[src/include/sprc_params.svh]
/*
  Constants of the sleep and power reduction controller: register offsets,
  field positions, reset values and timing counts.
  Assumes a 25 MHz system clock and a 32-bit AXI4-Lite register port.
*/
`ifndef SPRC_PARAMS_SVH
`define SPRC_PARAMS_SVH

`define SPRC_CLK_PERIOD_NS     40
`define SPRC_OFF_SLEEP_CTRL    8'h00
`define SPRC_OFF_PWR_RED       8'h04
`define SPRC_OFF_MCU_CTRL      8'h08
`define SPRC_OFF_DIDR_A        8'h0c
`define SPRC_OFF_DIDR_B        8'h10
`define SPRC_OFF_STATUS        8'h14

`define SPRC_SE_BIT            0
`define SPRC_SM_LSB            1
`define SPRC_SM_MSB            3
`define SPRC_PR_TIMER16        3
`define SPRC_PR_SPI            2
`define SPRC_PR_UART           1
`define SPRC_PR_CONV           0
`define SPRC_PR_MASK           8'h0f
`define SPRC_JTD_BIT           0
`define SPRC_REG_RESET         8'h00

`define SPRC_SM_IDLE           3'h0
`define SPRC_SM_ADC_NR         3'h1
`define SPRC_SM_PWR_DOWN       3'h2
`define SPRC_SM_PWR_SAVE       3'h3
`define SPRC_SM_STANDBY        3'h6

`define SPRC_HALT_CYCLES       16'h0004
`define SPRC_STANDBY_CYCLES    16'h0006
`define SPRC_OSC_STARTUP_NS    640
`define SPRC_VREF_STARTUP_NS   70000
`define SPRC_BOD_OFF_CODE      3'h7

`define SPRC_RESP_OKAY         2'h0
`define SPRC_RESP_SLVERR       2'h2

`endif

[src/include/sprc_pkg.sv]
/*
  Types of the sleep and power reduction controller.
  Assumes sprc_params.svh is compiled with it.
*/
package sprc_pkg;

  typedef enum logic [1:0] {
    ST_ACTIVE,
    ST_SLEEPING,
    ST_WAKE_START,
    ST_WAKE_HALT
  } sprc_state_type;

  typedef struct packed {
    logic cpu;
    logic flash;
    logic io;
    logic adc;
    logic asy;
    logic main_osc;
    logic timer_osc;
    logic timer16;
    logic spi;
    logic uart;
    logic conv;
  } sprc_gate_type;

  typedef struct packed {
    logic adc_powered;
    logic comp_enable;
    logic comp_mux_allow;
    logic vref_enable;
    logic vref_ready;
    logic bod_enable;
    logic wdt_run;
    logic adc_extended;
    logic jtag_enable;
    logic tdo_oe;
    logic tdo_o;
  } sprc_analog_type;

endpackage

[src/rtl/sprc_ctrl.sv]
/*
  Sleep-mode and power-reduction controller with its AXI4-Lite register port.
  Assumes all inputs synchronous to aclk; clock gates are enables for the
  clock tree cells outside this block, which owns no gated clock itself.
*/
// Register access over AXI4-Lite and the placing of the registers were left to the implementer.
`timescale 1ns/1ps
`include "sprc_params.svh"

module sprc_ctrl #(
  parameter int OSC_STARTUP_CYCLES  = (`SPRC_OSC_STARTUP_NS + `SPRC_CLK_PERIOD_NS - 1) / `SPRC_CLK_PERIOD_NS,
  parameter int VREF_STARTUP_CYCLES = (`SPRC_VREF_STARTUP_NS + `SPRC_CLK_PERIOD_NS - 1) / `SPRC_CLK_PERIOD_NS
) (
  input  wire logic                    aclk,
  input  wire logic                    aresetn,
  input  wire logic                    s_axi_awvalid,
  output logic                         s_axi_awready,
  input  wire logic [7:0]              s_axi_awaddr,
  input  wire logic                    s_axi_wvalid,
  output logic                         s_axi_wready,
  input  wire logic [31:0]             s_axi_wdata,
  input  wire logic [3:0]              s_axi_wstrb,
  output logic                         s_axi_bvalid,
  input  wire logic                    s_axi_bready,
  output logic [1:0]                   s_axi_bresp,
  input  wire logic                    s_axi_arvalid,
  output logic                         s_axi_arready,
  input  wire logic [7:0]              s_axi_araddr,
  output logic                         s_axi_rvalid,
  input  wire logic                    s_axi_rready,
  output logic [31:0]                  s_axi_rdata,
  output logic [1:0]                   s_axi_rresp,
  input  wire logic                    sleep_instr,
  input  wire logic                    wake_irq,
  input  wire logic                    adc_enable,
  input  wire logic                    adc_conv_start,
  input  wire logic                    comparator_disable_bit,
  input  wire logic                    comparator_uses_bandgap,
  input  wire logic                    watchdog_enable,
  input  wire logic [2:0]              brownout_level_fuse,
  input  wire logic                    debug_enable_fuse,
  input  wire logic                    jtag_enable_fuse,
  input  wire logic                    tap_shifting,
  input  wire logic                    tap_tdo,
  input  wire logic [15:0]             wake_pin_mask,
  output logic                         cpu_halted,
  output sprc_pkg::sprc_gate_type      clock_gates,
  output sprc_pkg::sprc_analog_type    analog_ctrl,
  output logic [15:0]                  input_buffer_en
);
  import sprc_pkg::*;

  typedef struct packed {
    sprc_state_type  state;
    logic [2:0]      mode;
    logic [15:0]     count;
    logic [7:0]      sleep_ctrl;
    logic [7:0]      pwr_red;
    logic [7:0]      mcu_ctrl;
    logic [7:0]      didr_a;
    logic [7:0]      didr_b;
    logic            aw_have;
    logic [7:0]      aw_addr;
    logic            w_have;
    logic [7:0]      w_data;
    logic            w_strb0;
    logic            bvalid;
    logic [1:0]      bresp;
    logic            rvalid;
    logic [31:0]     rdata;
    logic [1:0]      rresp;
    logic            adc_prev;
    logic            vref_prev;
    logic [15:0]     vref_cnt;
    sprc_gate_type   gates;
    sprc_analog_type analog;
    logic [15:0]     ibuf;
    logic            halted;
  } sprc_regs_type;

  sprc_regs_type st_q;
  sprc_regs_type st_d;

  // Register index 0..5 for a mapped word, 7 for anything else
  function automatic logic [2:0] reg_index(input logic [7:0] addr);
    case (addr)
      `SPRC_OFF_SLEEP_CTRL: reg_index = 3'h0;
      `SPRC_OFF_PWR_RED:    reg_index = 3'h1;
      `SPRC_OFF_MCU_CTRL:   reg_index = 3'h2;
      `SPRC_OFF_DIDR_A:     reg_index = 3'h3;
      `SPRC_OFF_DIDR_B:     reg_index = 3'h4;
      `SPRC_OFF_STATUS:     reg_index = 3'h5;
      default:              reg_index = 3'h7;
    endcase
  endfunction

  // Only the five documented codes are real modes
  function automatic logic mode_valid(input logic [2:0] m);
    mode_valid = (m == `SPRC_SM_IDLE) || (m == `SPRC_SM_ADC_NR) || (m == `SPRC_SM_PWR_DOWN) ||
                 (m == `SPRC_SM_PWR_SAVE) || (m == `SPRC_SM_STANDBY);
  endfunction

  logic [2:0]  sel_mode;
  logic        sleeping;
  logic        osc_hold;
  logic        bod_on;
  logic        comp_bg;
  logic        adc_on;
  logic        vref_on;
  logic        wr_fire;
  logic [2:0]  wr_idx;
  logic [2:0]  rd_idx;
  logic [31:0] rd_word;

  always_comb begin
    st_d     = st_q;
    sel_mode = st_q.sleep_ctrl[`SPRC_SM_MSB:`SPRC_SM_LSB];
    sleeping = (st_q.state == ST_SLEEPING) || (st_q.state == ST_WAKE_START);

    // Power state sequence
    case (st_q.state)
      ST_ACTIVE: begin
        if (sleep_instr && st_q.sleep_ctrl[`SPRC_SE_BIT] && mode_valid(sel_mode)) begin
          st_d.state = ST_SLEEPING;
          st_d.mode  = sel_mode;
        end
      end
      ST_SLEEPING: begin
        if (wake_irq) begin
          st_d.state = ST_WAKE_START;
          case (st_q.mode)
            `SPRC_SM_PWR_DOWN, `SPRC_SM_PWR_SAVE: st_d.count = 16'(OSC_STARTUP_CYCLES);
            `SPRC_SM_STANDBY:                     st_d.count = `SPRC_STANDBY_CYCLES;
            default:                              st_d.count = 16'h0001;
          endcase
        end
      end
      ST_WAKE_START: begin
        // Oscillator restart time, then the fixed halt
        if (st_q.count <= 16'h0001) begin
          st_d.state = ST_WAKE_HALT;
          st_d.count = `SPRC_HALT_CYCLES;
        end else begin
          st_d.count = st_q.count - 16'h0001;
        end
      end
      ST_WAKE_HALT: begin
        if (st_q.count <= 16'h0001) begin
          st_d.state = ST_ACTIVE;
          st_d.count = 16'h0000;
        end else begin
          st_d.count = st_q.count - 16'h0001;
        end
      end
      default: begin
        st_d.state = ST_ACTIVE;
      end
    endcase

    // Clock domains per sleep mode
    st_d.gates = '0;
    osc_hold   = debug_enable_fuse && jtag_enable_fuse && !st_q.mcu_ctrl[`SPRC_JTD_BIT];
    if (!sleeping) begin
      st_d.gates.cpu       = (st_q.state == ST_ACTIVE);
      st_d.gates.flash     = (st_q.state == ST_ACTIVE);
      st_d.gates.io        = 1'b1;
      st_d.gates.adc       = 1'b1;
      st_d.gates.asy       = 1'b1;
      st_d.gates.main_osc  = 1'b1;
      st_d.gates.timer_osc = 1'b1;
    end else begin
      case (st_q.mode)
        `SPRC_SM_IDLE: begin
          st_d.gates.io        = 1'b1;
          st_d.gates.adc       = 1'b1;
          st_d.gates.asy       = 1'b1;
          st_d.gates.main_osc  = 1'b1;
          st_d.gates.timer_osc = 1'b1;
        end
        `SPRC_SM_ADC_NR: begin
          st_d.gates.adc       = 1'b1;
          st_d.gates.asy       = 1'b1;
          st_d.gates.main_osc  = 1'b1;
          st_d.gates.timer_osc = 1'b1;
        end
        `SPRC_SM_PWR_DOWN: begin
          st_d.gates.main_osc  = osc_hold || (st_q.state == ST_WAKE_START);
        end
        `SPRC_SM_PWR_SAVE: begin
          st_d.gates.asy       = 1'b1;
          st_d.gates.timer_osc = 1'b1;
          st_d.gates.main_osc  = osc_hold || (st_q.state == ST_WAKE_START);
        end
        `SPRC_SM_STANDBY: begin
          st_d.gates.main_osc  = 1'b1;
        end
        default: begin
          st_d.gates.main_osc  = 1'b1;
        end
      endcase
    end
    // Stopped timer, SPI and UART freeze in place, so clearing their bit resumes them as they were; the converter bit also powers the ADC down
    st_d.gates.timer16 = st_d.gates.io && !st_q.pwr_red[`SPRC_PR_TIMER16];
    st_d.gates.spi     = st_d.gates.io && !st_q.pwr_red[`SPRC_PR_SPI];
    st_d.gates.uart    = st_d.gates.io && !st_q.pwr_red[`SPRC_PR_UART];
    st_d.gates.conv    = st_d.gates.adc && !st_q.pwr_red[`SPRC_PR_CONV];

    // Analog enables; sleep does not touch the ADC, the detector or the watchdog
    bod_on  = (brownout_level_fuse != `SPRC_BOD_OFF_CODE);
    adc_on  = adc_enable && !st_q.pwr_red[`SPRC_PR_CONV];
    comp_bg = comparator_uses_bandgap && !comparator_disable_bit;
    vref_on = bod_on || comp_bg || adc_on;
    st_d.analog.adc_powered    = adc_on;
    st_d.analog.comp_mux_allow = !st_q.pwr_red[`SPRC_PR_CONV];
    st_d.analog.comp_enable    = !comparator_disable_bit &&
                                 (!sleeping || st_q.mode == `SPRC_SM_IDLE || st_q.mode == `SPRC_SM_ADC_NR);
    st_d.analog.vref_enable    = vref_on;
    st_d.analog.bod_enable     = bod_on;
    st_d.analog.wdt_run        = watchdog_enable;
    st_d.vref_prev             = vref_on;

    // Reference start-up: a reference that never dropped stays ready
    if (!vref_on) begin
      st_d.vref_cnt          = 16'h0000;
      st_d.analog.vref_ready = 1'b0;
    end else if (!st_q.vref_prev) begin
      st_d.vref_cnt          = 16'(VREF_STARTUP_CYCLES);
      st_d.analog.vref_ready = 1'b0;
    end else if (st_q.vref_cnt > 16'h0001) begin
      st_d.vref_cnt          = st_q.vref_cnt - 16'h0001;
    end else begin
      st_d.vref_cnt          = 16'h0000;
      st_d.analog.vref_ready = 1'b1;
    end

    // Extended conversion after an off/on cycle; a new switch-off beats the start
    st_d.adc_prev = adc_on;
    if (st_q.adc_prev && !adc_on) begin
      st_d.analog.adc_extended = 1'b1;
    end else if (adc_conv_start && adc_on) begin
      st_d.analog.adc_extended = 1'b0;
    end

    // JTAG and TDO
    st_d.analog.jtag_enable = jtag_enable_fuse && !st_q.mcu_ctrl[`SPRC_JTD_BIT];
    st_d.analog.tdo_oe      = st_d.analog.jtag_enable && tap_shifting;
    st_d.analog.tdo_o       = tap_tdo;

    // Pin input buffers
    for (int i = 0; i < 16; i++) begin
      st_d.ibuf[i] = !((i < 8) ? st_q.didr_a[i] : st_q.didr_b[i - 8]);
    end
    if (!st_d.gates.io && !st_d.gates.adc) begin
      st_d.ibuf = st_d.ibuf & wake_pin_mask;
    end
    st_d.halted = (st_q.state != ST_ACTIVE); // Same lag as the gates, so halt and core clock agree

    // Write channel: address and data taken in either order
    if (s_axi_awvalid && !st_q.aw_have && !st_q.bvalid) begin
      st_d.aw_have = 1'b1;
      st_d.aw_addr = s_axi_awaddr;
    end
    if (s_axi_wvalid && !st_q.w_have && !st_q.bvalid) begin
      st_d.w_have  = 1'b1;
      st_d.w_data  = s_axi_wdata[7:0];
      st_d.w_strb0 = s_axi_wstrb[0];
    end
    wr_fire = st_q.aw_have && st_q.w_have && !st_q.bvalid;
    wr_idx  = reg_index(st_q.aw_addr);
    if (wr_fire) begin
      st_d.aw_have = 1'b0;
      st_d.w_have  = 1'b0;
      st_d.bvalid  = 1'b1;
      st_d.bresp   = (wr_idx == 3'h7) ? `SPRC_RESP_SLVERR : `SPRC_RESP_OKAY;
      if (st_q.w_strb0) begin
        case (wr_idx)
          3'h0:    st_d.sleep_ctrl = st_q.w_data & 8'h0f;
          3'h1:    st_d.pwr_red    = st_q.w_data & `SPRC_PR_MASK;
          3'h2:    st_d.mcu_ctrl   = st_q.w_data & 8'h01;
          3'h3:    st_d.didr_a     = st_q.w_data;
          3'h4:    st_d.didr_b     = st_q.w_data;
          default: st_d.bvalid     = 1'b1;
        endcase
      end
    end else if (st_q.bvalid && s_axi_bready) begin
      st_d.bvalid = 1'b0;
    end

    // Read channel
    rd_idx  = reg_index(s_axi_araddr);
    rd_word = 32'h0000_0000;
    case (rd_idx)
      3'h0:    rd_word[7:0] = st_q.sleep_ctrl;
      3'h1:    rd_word[7:0] = st_q.pwr_red & `SPRC_PR_MASK;
      3'h2:    rd_word[7:0] = st_q.mcu_ctrl;
      3'h3:    rd_word[7:0] = st_q.didr_a;
      3'h4:    rd_word[7:0] = st_q.didr_b;
      3'h5:    rd_word[7:0] = {st_q.analog.vref_ready, st_q.analog.vref_enable, st_q.analog.adc_extended,
                               st_q.analog.jtag_enable, st_q.mode, st_q.state != ST_ACTIVE};
      default: rd_word      = 32'h0000_0000;
    endcase
    if (s_axi_arvalid && !st_q.rvalid) begin
      st_d.rvalid = 1'b1;
      st_d.rdata  = rd_word;
      st_d.rresp  = (rd_idx == 3'h7) ? `SPRC_RESP_SLVERR : `SPRC_RESP_OKAY;
    end else if (st_q.rvalid && s_axi_rready) begin
      st_d.rvalid = 1'b0;
    end
  end

  always_ff @(posedge aclk) begin
    if (!aresetn) begin
      st_q            <= '0;
      st_q.state      <= ST_ACTIVE;
      st_q.sleep_ctrl <= `SPRC_REG_RESET;
      st_q.pwr_red    <= `SPRC_REG_RESET;
      st_q.mcu_ctrl   <= `SPRC_REG_RESET;
      st_q.didr_a     <= `SPRC_REG_RESET;
      st_q.didr_b     <= `SPRC_REG_RESET;
    end else begin
      st_q <= st_d;
    end
  end

  // Handshake outputs straight from state; data from flip-flops
  assign s_axi_awready   = !st_q.aw_have && !st_q.bvalid;
  assign s_axi_wready    = !st_q.w_have && !st_q.bvalid;
  assign s_axi_bvalid    = st_q.bvalid;
  assign s_axi_bresp     = st_q.bresp;
  assign s_axi_arready   = !st_q.rvalid;
  assign s_axi_rvalid    = st_q.rvalid;
  assign s_axi_rdata     = st_q.rdata;
  assign s_axi_rresp     = st_q.rresp;
  assign cpu_halted      = st_q.halted;
  assign clock_gates     = st_q.gates;
  assign analog_ctrl     = st_q.analog;
  assign input_buffer_en = st_q.ibuf;

endmodule

[config.mk]
export PLATFORM = sky130hd
export DESIGN_NAME = sprc_ctrl
export DESIGN_NICKNAME = d
export VERILOG_FILES = /design/src/include/sprc_pkg.sv /design/src/rtl/sprc_ctrl.sv
export VERILOG_INCLUDE_DIRS = /design/src /design/src/include
export SDC_FILE = /design/constraint.sdc
export NUM_CORES = 1
export LEC_CHECK = 0
export BUFFER_PORTS_ARGS = -buffer_cell sky130_fd_sc_hd__buf_4
export CAP_MARGIN = 10
export CORE_MARGIN = 4
export CORE_UTILIZATION = 50
export CTS_CLUSTER_DIAMETER = 40
export DETAILED_ROUTE_END_ITERATION = 6
export GPL_TIMING_DRIVEN = 0
export PLACE_DENSITY_LB_ADDON = 0.1
export SLEW_MARGIN = 20
export SYNTH_ARGS = -nofsm -noshare
export SYNTH_HDL_FRONTEND = slang
export SYNTH_SLANG_ARGS = --single-unit
export TNS_END_PERCENT = 5
[constraint.sdc]
create_clock -name aclk -period 2.85 [get_ports aclk]
set_clock_uncertainty 0.2 [all_clocks]
set_input_delay 0.285 -clock aclk [delete_from_list [all_inputs] [get_ports aclk]]
set_output_delay 0.285 -clock aclk [all_outputs]
set_load 0.005 [all_outputs]
==> metrics.yaml, run 1 <==
nFillCells: 920
track_usage: 0.2269
cts_tree: "done"
top_usage_layer: "met2"
synthFlopType: "dfxtp_1"
vias: 5360
hpwl_mm: 11.35
async_flop_share: 0
path_max_fanout: 10
antenna_found_initial: 0
root_buffer: "clkbuf_16"
hold_path_class: "input pin to flop"
synth_edf_count: 0
initial_core_util: 0.5217
synthCells: 706
ir_worst_vdd_v: 0.0004829
min_period_ns: 2.599
grtUsageMet3: 0.06631
ios: 169
crit_start: "st_q[162]"
htree_levels: 4
worstPathArrival_ns: 2.69
leakage_nw: 3.621
drt-initial-drc-count: 319
core_area_um2: 11610
grt_pass1_vias: 5238
crit_type: "flop to flop"
yosysUniqueCellTypes: 51
powerDensity_nw_per_um2: 606.4
die_y_um: 118.1
path_clk_slew_ns: 0.06
final_common_cell: "buf_4"
cts_buffers: 17
num_rows: 39
synth_top_area_share: 0.4296
nets: 1005
clock-sinks: 130
dr.pass1.iters: 5
cap_viol_max_count: 0
place_ws_ns: -0.4775
synth.area.top_cells: "dfxtp_1 43%, buf_4 9.2%, nand2_1 5.6%, nor2_1 4.0%, a21boi_0 2.9%"
port_buffers: 114
finalCritPeriodShare: 0.9119
die_width_um: 118.1
drive_gt1_frac: 0.2601
cts_setup_buffers: 0
n_antenna_cell: 0
status: "finished, final reports clean"
max_freq_mhz: 384.8
post-route-drc-count: 0
min_from: "adc_conv_start"
die_area_um2: 13940
clockBufferDepth: 2
vias_per_cell: 5.047
yosysTopAreaCell: "dfxtp_1"
hold_viol_final: 0
finalSetupViolCount: 0
rsz0062_at_grt: "false"
ys_ff_latch: 130
final_cell_mix: "188 x buf_4, 130 x dfxtp_1, 91 x nand2_1, 65 x nor2_1, 42 x dlygate4sd3_1"
routed_wirelength_mm: 15.64
synth.avg_cell_area_um2: 8.581
endpoint_kind: "flop"
grt.overflow.total: 0
yosys_warnings: 0
met1_usage: 0.2718
gp_congestion: 0.8391
wl_per_cell_um: 14.72
ys_seq_area_frac: 0.4296
r2r_start: "st_q[162]"
grt_max_degree: 17
grt_first_pass_wirelength_mm: 25.63
areaGrowthSynthToFinish_pct: 37.73
syn_area_um2: 6058
clk_latency_ns: 0.41
ant_nets: 0
cp.required_ns: 2.94
relSlewSlack: 0.5009
slew_violations: 0
crit_path_start_kind: "flop"
hold_ws_ns: 0.01961
grtUsageMet2: 0.3894
tightest_slew_ns: 0.7431
worst_slack_ns: 0.2510
[sequential cells by signal, summed over array words and instances, names as in the netlist]
signal           flops
s_axi_bresp          1
analog_ctrl         11
s_axi_bvalid         1
s_axi_rresp          1
clock_gates          9
sel_mode             3
st_q                78
s_axi_rdata          8
input_buffer_en     16
cpu_halted           1
s_axi_rvalid         1
[repair_timing]
action,4_1_cts,5_1_grt
endpoints found under the hold margin,43,0
pin swaps,0,0
hold buffers,42,0
resized for setup,1,2
endpoints found under the setup margin,2,18
[layout make-up]
type	count	area (um2)	area share
multi-input cells	483	2850	0.3416
flip-flops and latches	130	2603	0.3119
repair buffers	156	1276	0.1529
plain buffers	101	659.4	0.07902
clock buffers	18	429.2	0.05143
clock inverters	14	284.0	0.03404
well taps	143	178.9	0.02144
inverters	17	63.81	0.007647
[path summary, 6_finish.rpt]
| check | end | slack, ns | cells past startpoint |
|---|---|---|---|
| setup / recovery | st_q[168] | 0.25 | 6 |
| hold / removal | analog_ctrl[3] | 0.02 | 3 |
| setup reg to reg | st_q[168] | 0.25 | 6 |
| hold reg to reg | clock_gates[1] | 0.25 | 1 |
[synthesized netlist by cell type, types with 7 or more instances]
| cell type | count |
|---|---|
| clkbuf_1 | 25 |
| nor4_1 | 7 |
| inv_1 | 17 |
| nor2_1 | 65 |
| ha_1 | 10 |
| a21boi_0 | 23 |
| mux2_2 | 7 |
| o21ai_0 | 32 |
| a21oi_1 | 17 |
| and2_1 | 16 |
| nor3b_1 | 18 |
| a22oi_1 | 7 |
| nor3_1 | 14 |
| xnor2_1 | 10 |
| mux2i_1 | 14 |
| dfxtp_1 | 130 |
| buf_4 | 74 |
| nor2b_1 | 20 |
| a31oi_1 | 8 |
| nand3_1 | 30 |
| nand2_1 | 91 |
| xor2_1 | 14 |
[through the flow]
stage	std cells	setup TNS (ns)	utilization	cell area [um2]	total power (W)
after global placement	988	-2.477	0.6188	7187	0.002417
final	1062	0	0.7185	8344	0.005060
after global routing	1062	0	0.7185	8344	0.005244
after CTS	1062	0	0.7172	8329	0.005092
after floorplan	731	0	-	6152	0.002237
after detailed placement	988	-3.371	0.6188	7187	0.002429
[cell families (layout without fill, tap and decap cells)]
group | after synthesis | count (layout) | share of synthesized area
mux | 21 | 21 | 0.03614
xor+xnor | 24 | 24 | 0.03470
compound gates | 106 | 106 | 0.1099
simple gates | 296 | 296 | 0.2491
flops | 130 | 130 | 0.4296
other cells | 1 | 26 | 0.0006190
buf+inv | 118 | 306 | 0.1194
fa+ha+maj | 10 | 10 | 0.02065
[routing by layer]
layer	part of all wire	up-vias
li1	-	2702
met1	0.44	2487
met2	0.50	153
met3	0.047	18
met4	0.013	0
met5	0	-
[power by group]
part / switching [W] / internal (W) / total (W) / leakage (nW)
clock network: 0.000793 / 0.00182 / 0.00261 / 0.344
logic: 0.000226 / 0.000284 / 0.000510 / 2.21
registers: 0.0000536 / 0.00189 / 0.00194 / 1.07
total: 0.00107 / 0.00399 / 0.00506 / 3.62
[worst max-delay path: stages, from the launching register on]
cell,delay [ns]
dfxtp_1,0.34
or4_1,0.60
nor3_1,0.31
a31oi_1,0.29
o21ai_0,0.36
buf_2,0.29
nor2_1,0.08
(Power assumes the default switching activity.)
==> run 2: changes to the inputs <==
--- a/config.mk
+++ b/config.mk
@@ -13,7 +13,9 @@
 export CTS_CLUSTER_DIAMETER = 40
 export DETAILED_ROUTE_END_ITERATION = 6
 export GPL_TIMING_DRIVEN = 0
+export MAX_ROUTING_LAYER = met4
 export PLACE_DENSITY_LB_ADDON = 0.1
+export REMOVE_ABC_BUFFERS = 1
 export SLEW_MARGIN = 20
 export SYNTH_ARGS = -nofsm -noshare
 export SYNTH_HDL_FRONTEND = slang
==> run 2 against run 1 <==
  * Combinational power fell by 17%
  * Final cell count fell by 9.0%
  * Core utilization is 6.2 points lower
  * Total power is 11% lower
  * Flip-flop and latch count stayed put
  * Count of clock-buffer cells in the layout rose by 6
  * Global-route usage is 1.7 points lower
  * Worst setup slack got worse by 0.068 ns
  * Register-to-register slack lost 0.07 ns
  * First-iteration DRC count down 20%
  * Design area decreased by 8.6%
  * Largest cell class unchanged
==> metrics.yaml, run 2 (synthesized netlist as in run 1, its figures left out) <==
vias_per_cell: 5.076
cp_cell_sequence: "or4_4, nor3_1, a31oi_1, or4b_1, o21ai_0"
ir_worst_vdd_v: 0.0004317
drive_gt1_frac: 0.1981
cts_tree: "done"
crit_path_start_kind: "flop"
core_area_um2: 11610
crit_buf_inv: 0
grt_pass1_vias: 4852
crit_type: "flop to flop"
tightest_slew_ns: 0.9409
clockBufferDepth: 2
post-route-drc-count: 0
grt.overflow.total: 0
largest_register_ffs: 78
grt_max_degree: 108
final_cells: 966
placed_area_um2: 6554
hpwl_mm: 9.562
ios: 169
route.met2.wl_mm: 6.760
top_register: "st_q"
nets: 909
hold_path_class: "input pin to flop"
whs_path_depth: 3
critical-path-top-delay-family: "simple AND/OR/NAND/NOR gates"
finalPower_w: 0.004519
hold_viol_final: 0
relSlewSlack: 0.3727
final_util: 0.6566
p_clk_frac: 0.478
port_buffers: 115
root_buffer: "clkbuf_16"
worstPathArrival_ns: 2.82
vias: 4903
areaGrowthSynthToFinish_pct: 25.88
dr.pass1.iters: 5
slowest_delay_ns: 0.58
dp_cells: 889
crit_cells: 5
wl_per_cell_um: 14.28
leakage_nw: 3.163
track_usage: 0.2104
drt-initial-drc-count: 254
rr_worst_depth: 5
htree_levels: 4
rsz0062_at_grt: "true"
cap_viol_max_count: 0
cp_slowest_cell: "or4b_1"
wl_met3_um: 775
initial_core_util: 0.5217
final_cell_mix: "130 x dfxtp_1, 115 x buf_4, 91 x nand2_1, 65 x nor2_1, 45 x dlygate4sd3_1"
grt_first_pass_wirelength_mm: 23.33
power.switching_w: 0.001008
die_y_um: 118.1
finalCritPeriodShare: 0.9360
min_period_ns: 2.667
p_int_w: 0.003511
comb_power_share: 0.093
ant_nets: 0
finalSetupViolCount: 0
endpoint_kind: "flop"
n_antenna_cell: 0
cp.required_ns: 3.00
clock-sinks: 130
die_width_um: 118.1
antenna_found_initial: 0
cts_setup_buffers: 0
gp_congestion: 0.8638
path_max_fanout: 6
stdcell_area_um2: 7626
p_sw_frac: 0.2231
status: "finished, final reports clean"
place_ws_ns: -0.3493
clk_latency_ns: 0.42
die_area_um2: 13940
routed_wirelength_mm: 13.80
slew_violations: 0
top_layer: "met4"
final_common_cell: "dfxtp_1"
worst_slack_ns: 0.1825
num_rows: 39
cts_buffers: 17
path_clk_slew_ns: 0.06
max_freq_mhz: 374.9
nFillCells: 976
powerDensity_nw_per_um2: 592.5
wl_met1_mm: 6.096
seqPwrFrac: 0.429
run 2: metal layers:
metal / up-vias / global-route usage
met2: 130 / 0.3458
met3: 12 / 0.05142
met1: 2251 / 0.2487
met4: 0 / 0.08132
met5: - / -
li1: 2510 / -
run 2: what timing repair did:
item,in CTS,in global routing
hold endpoints to repair,45,0
resized for setup,1,2
setup endpoints to repair,5,12
hold buffers,45,0
run 2: final timing paths:
path,startpoint,endpoint,slack [ns]
max,st_q[156],st_q[173],0.18
min reg2reg,st_q[128],input_buffer_en[6],0.26
max reg2reg,st_q[156],st_q[173],0.18
min,adc_enable,analog_ctrl[10],0.12
run 2: tightest hold or removal path: stages:
cell and delay [ns]:
buf_4 0.10, nor2b_1 0.14, and2_1 0.15
run 2: area by class of cell:
type	count	area, um2	share of cell area
Sequential cell	130	2603	0.3413
Tap cell	143	178.9	0.02346
Clock buffer	24	501.7	0.06579
Timing Repair Buffer	161	1329	0.1742
Clock inverter	8	100.1	0.01313
Multi-Input combinational cell	483	2850	0.3737
Inverter	17	63.81	0.008368
run 2: metrics by stage:
stage	TNS (ns)	hold WS [ns]
after floorplan	0	0.1574
after global placement	-5.756	0.2414
after detailed placement	-2.283	0.2484
after CTS	0	0.1030
after global routing	-0.002127	0.1170
final	0	0.1184
run 2: power by group through the flow:
| stage | combinational, W | sequential (W) | clock [W] |
|---|---|---|---|
| after floorplan | 0.000182 | 0.00197 | 0 |
| after global placement | 0.000359 | 0.00197 | 0 |
| after detailed placement | 0.000366 | 0.00198 | 0 |
| after CTS | 0.000419 | 0.00194 | 0.00221 |
| after global routing | 0.000470 | 0.00195 | 0.00228 |
| final | 0.000421 | 0.00194 | 0.00216 |
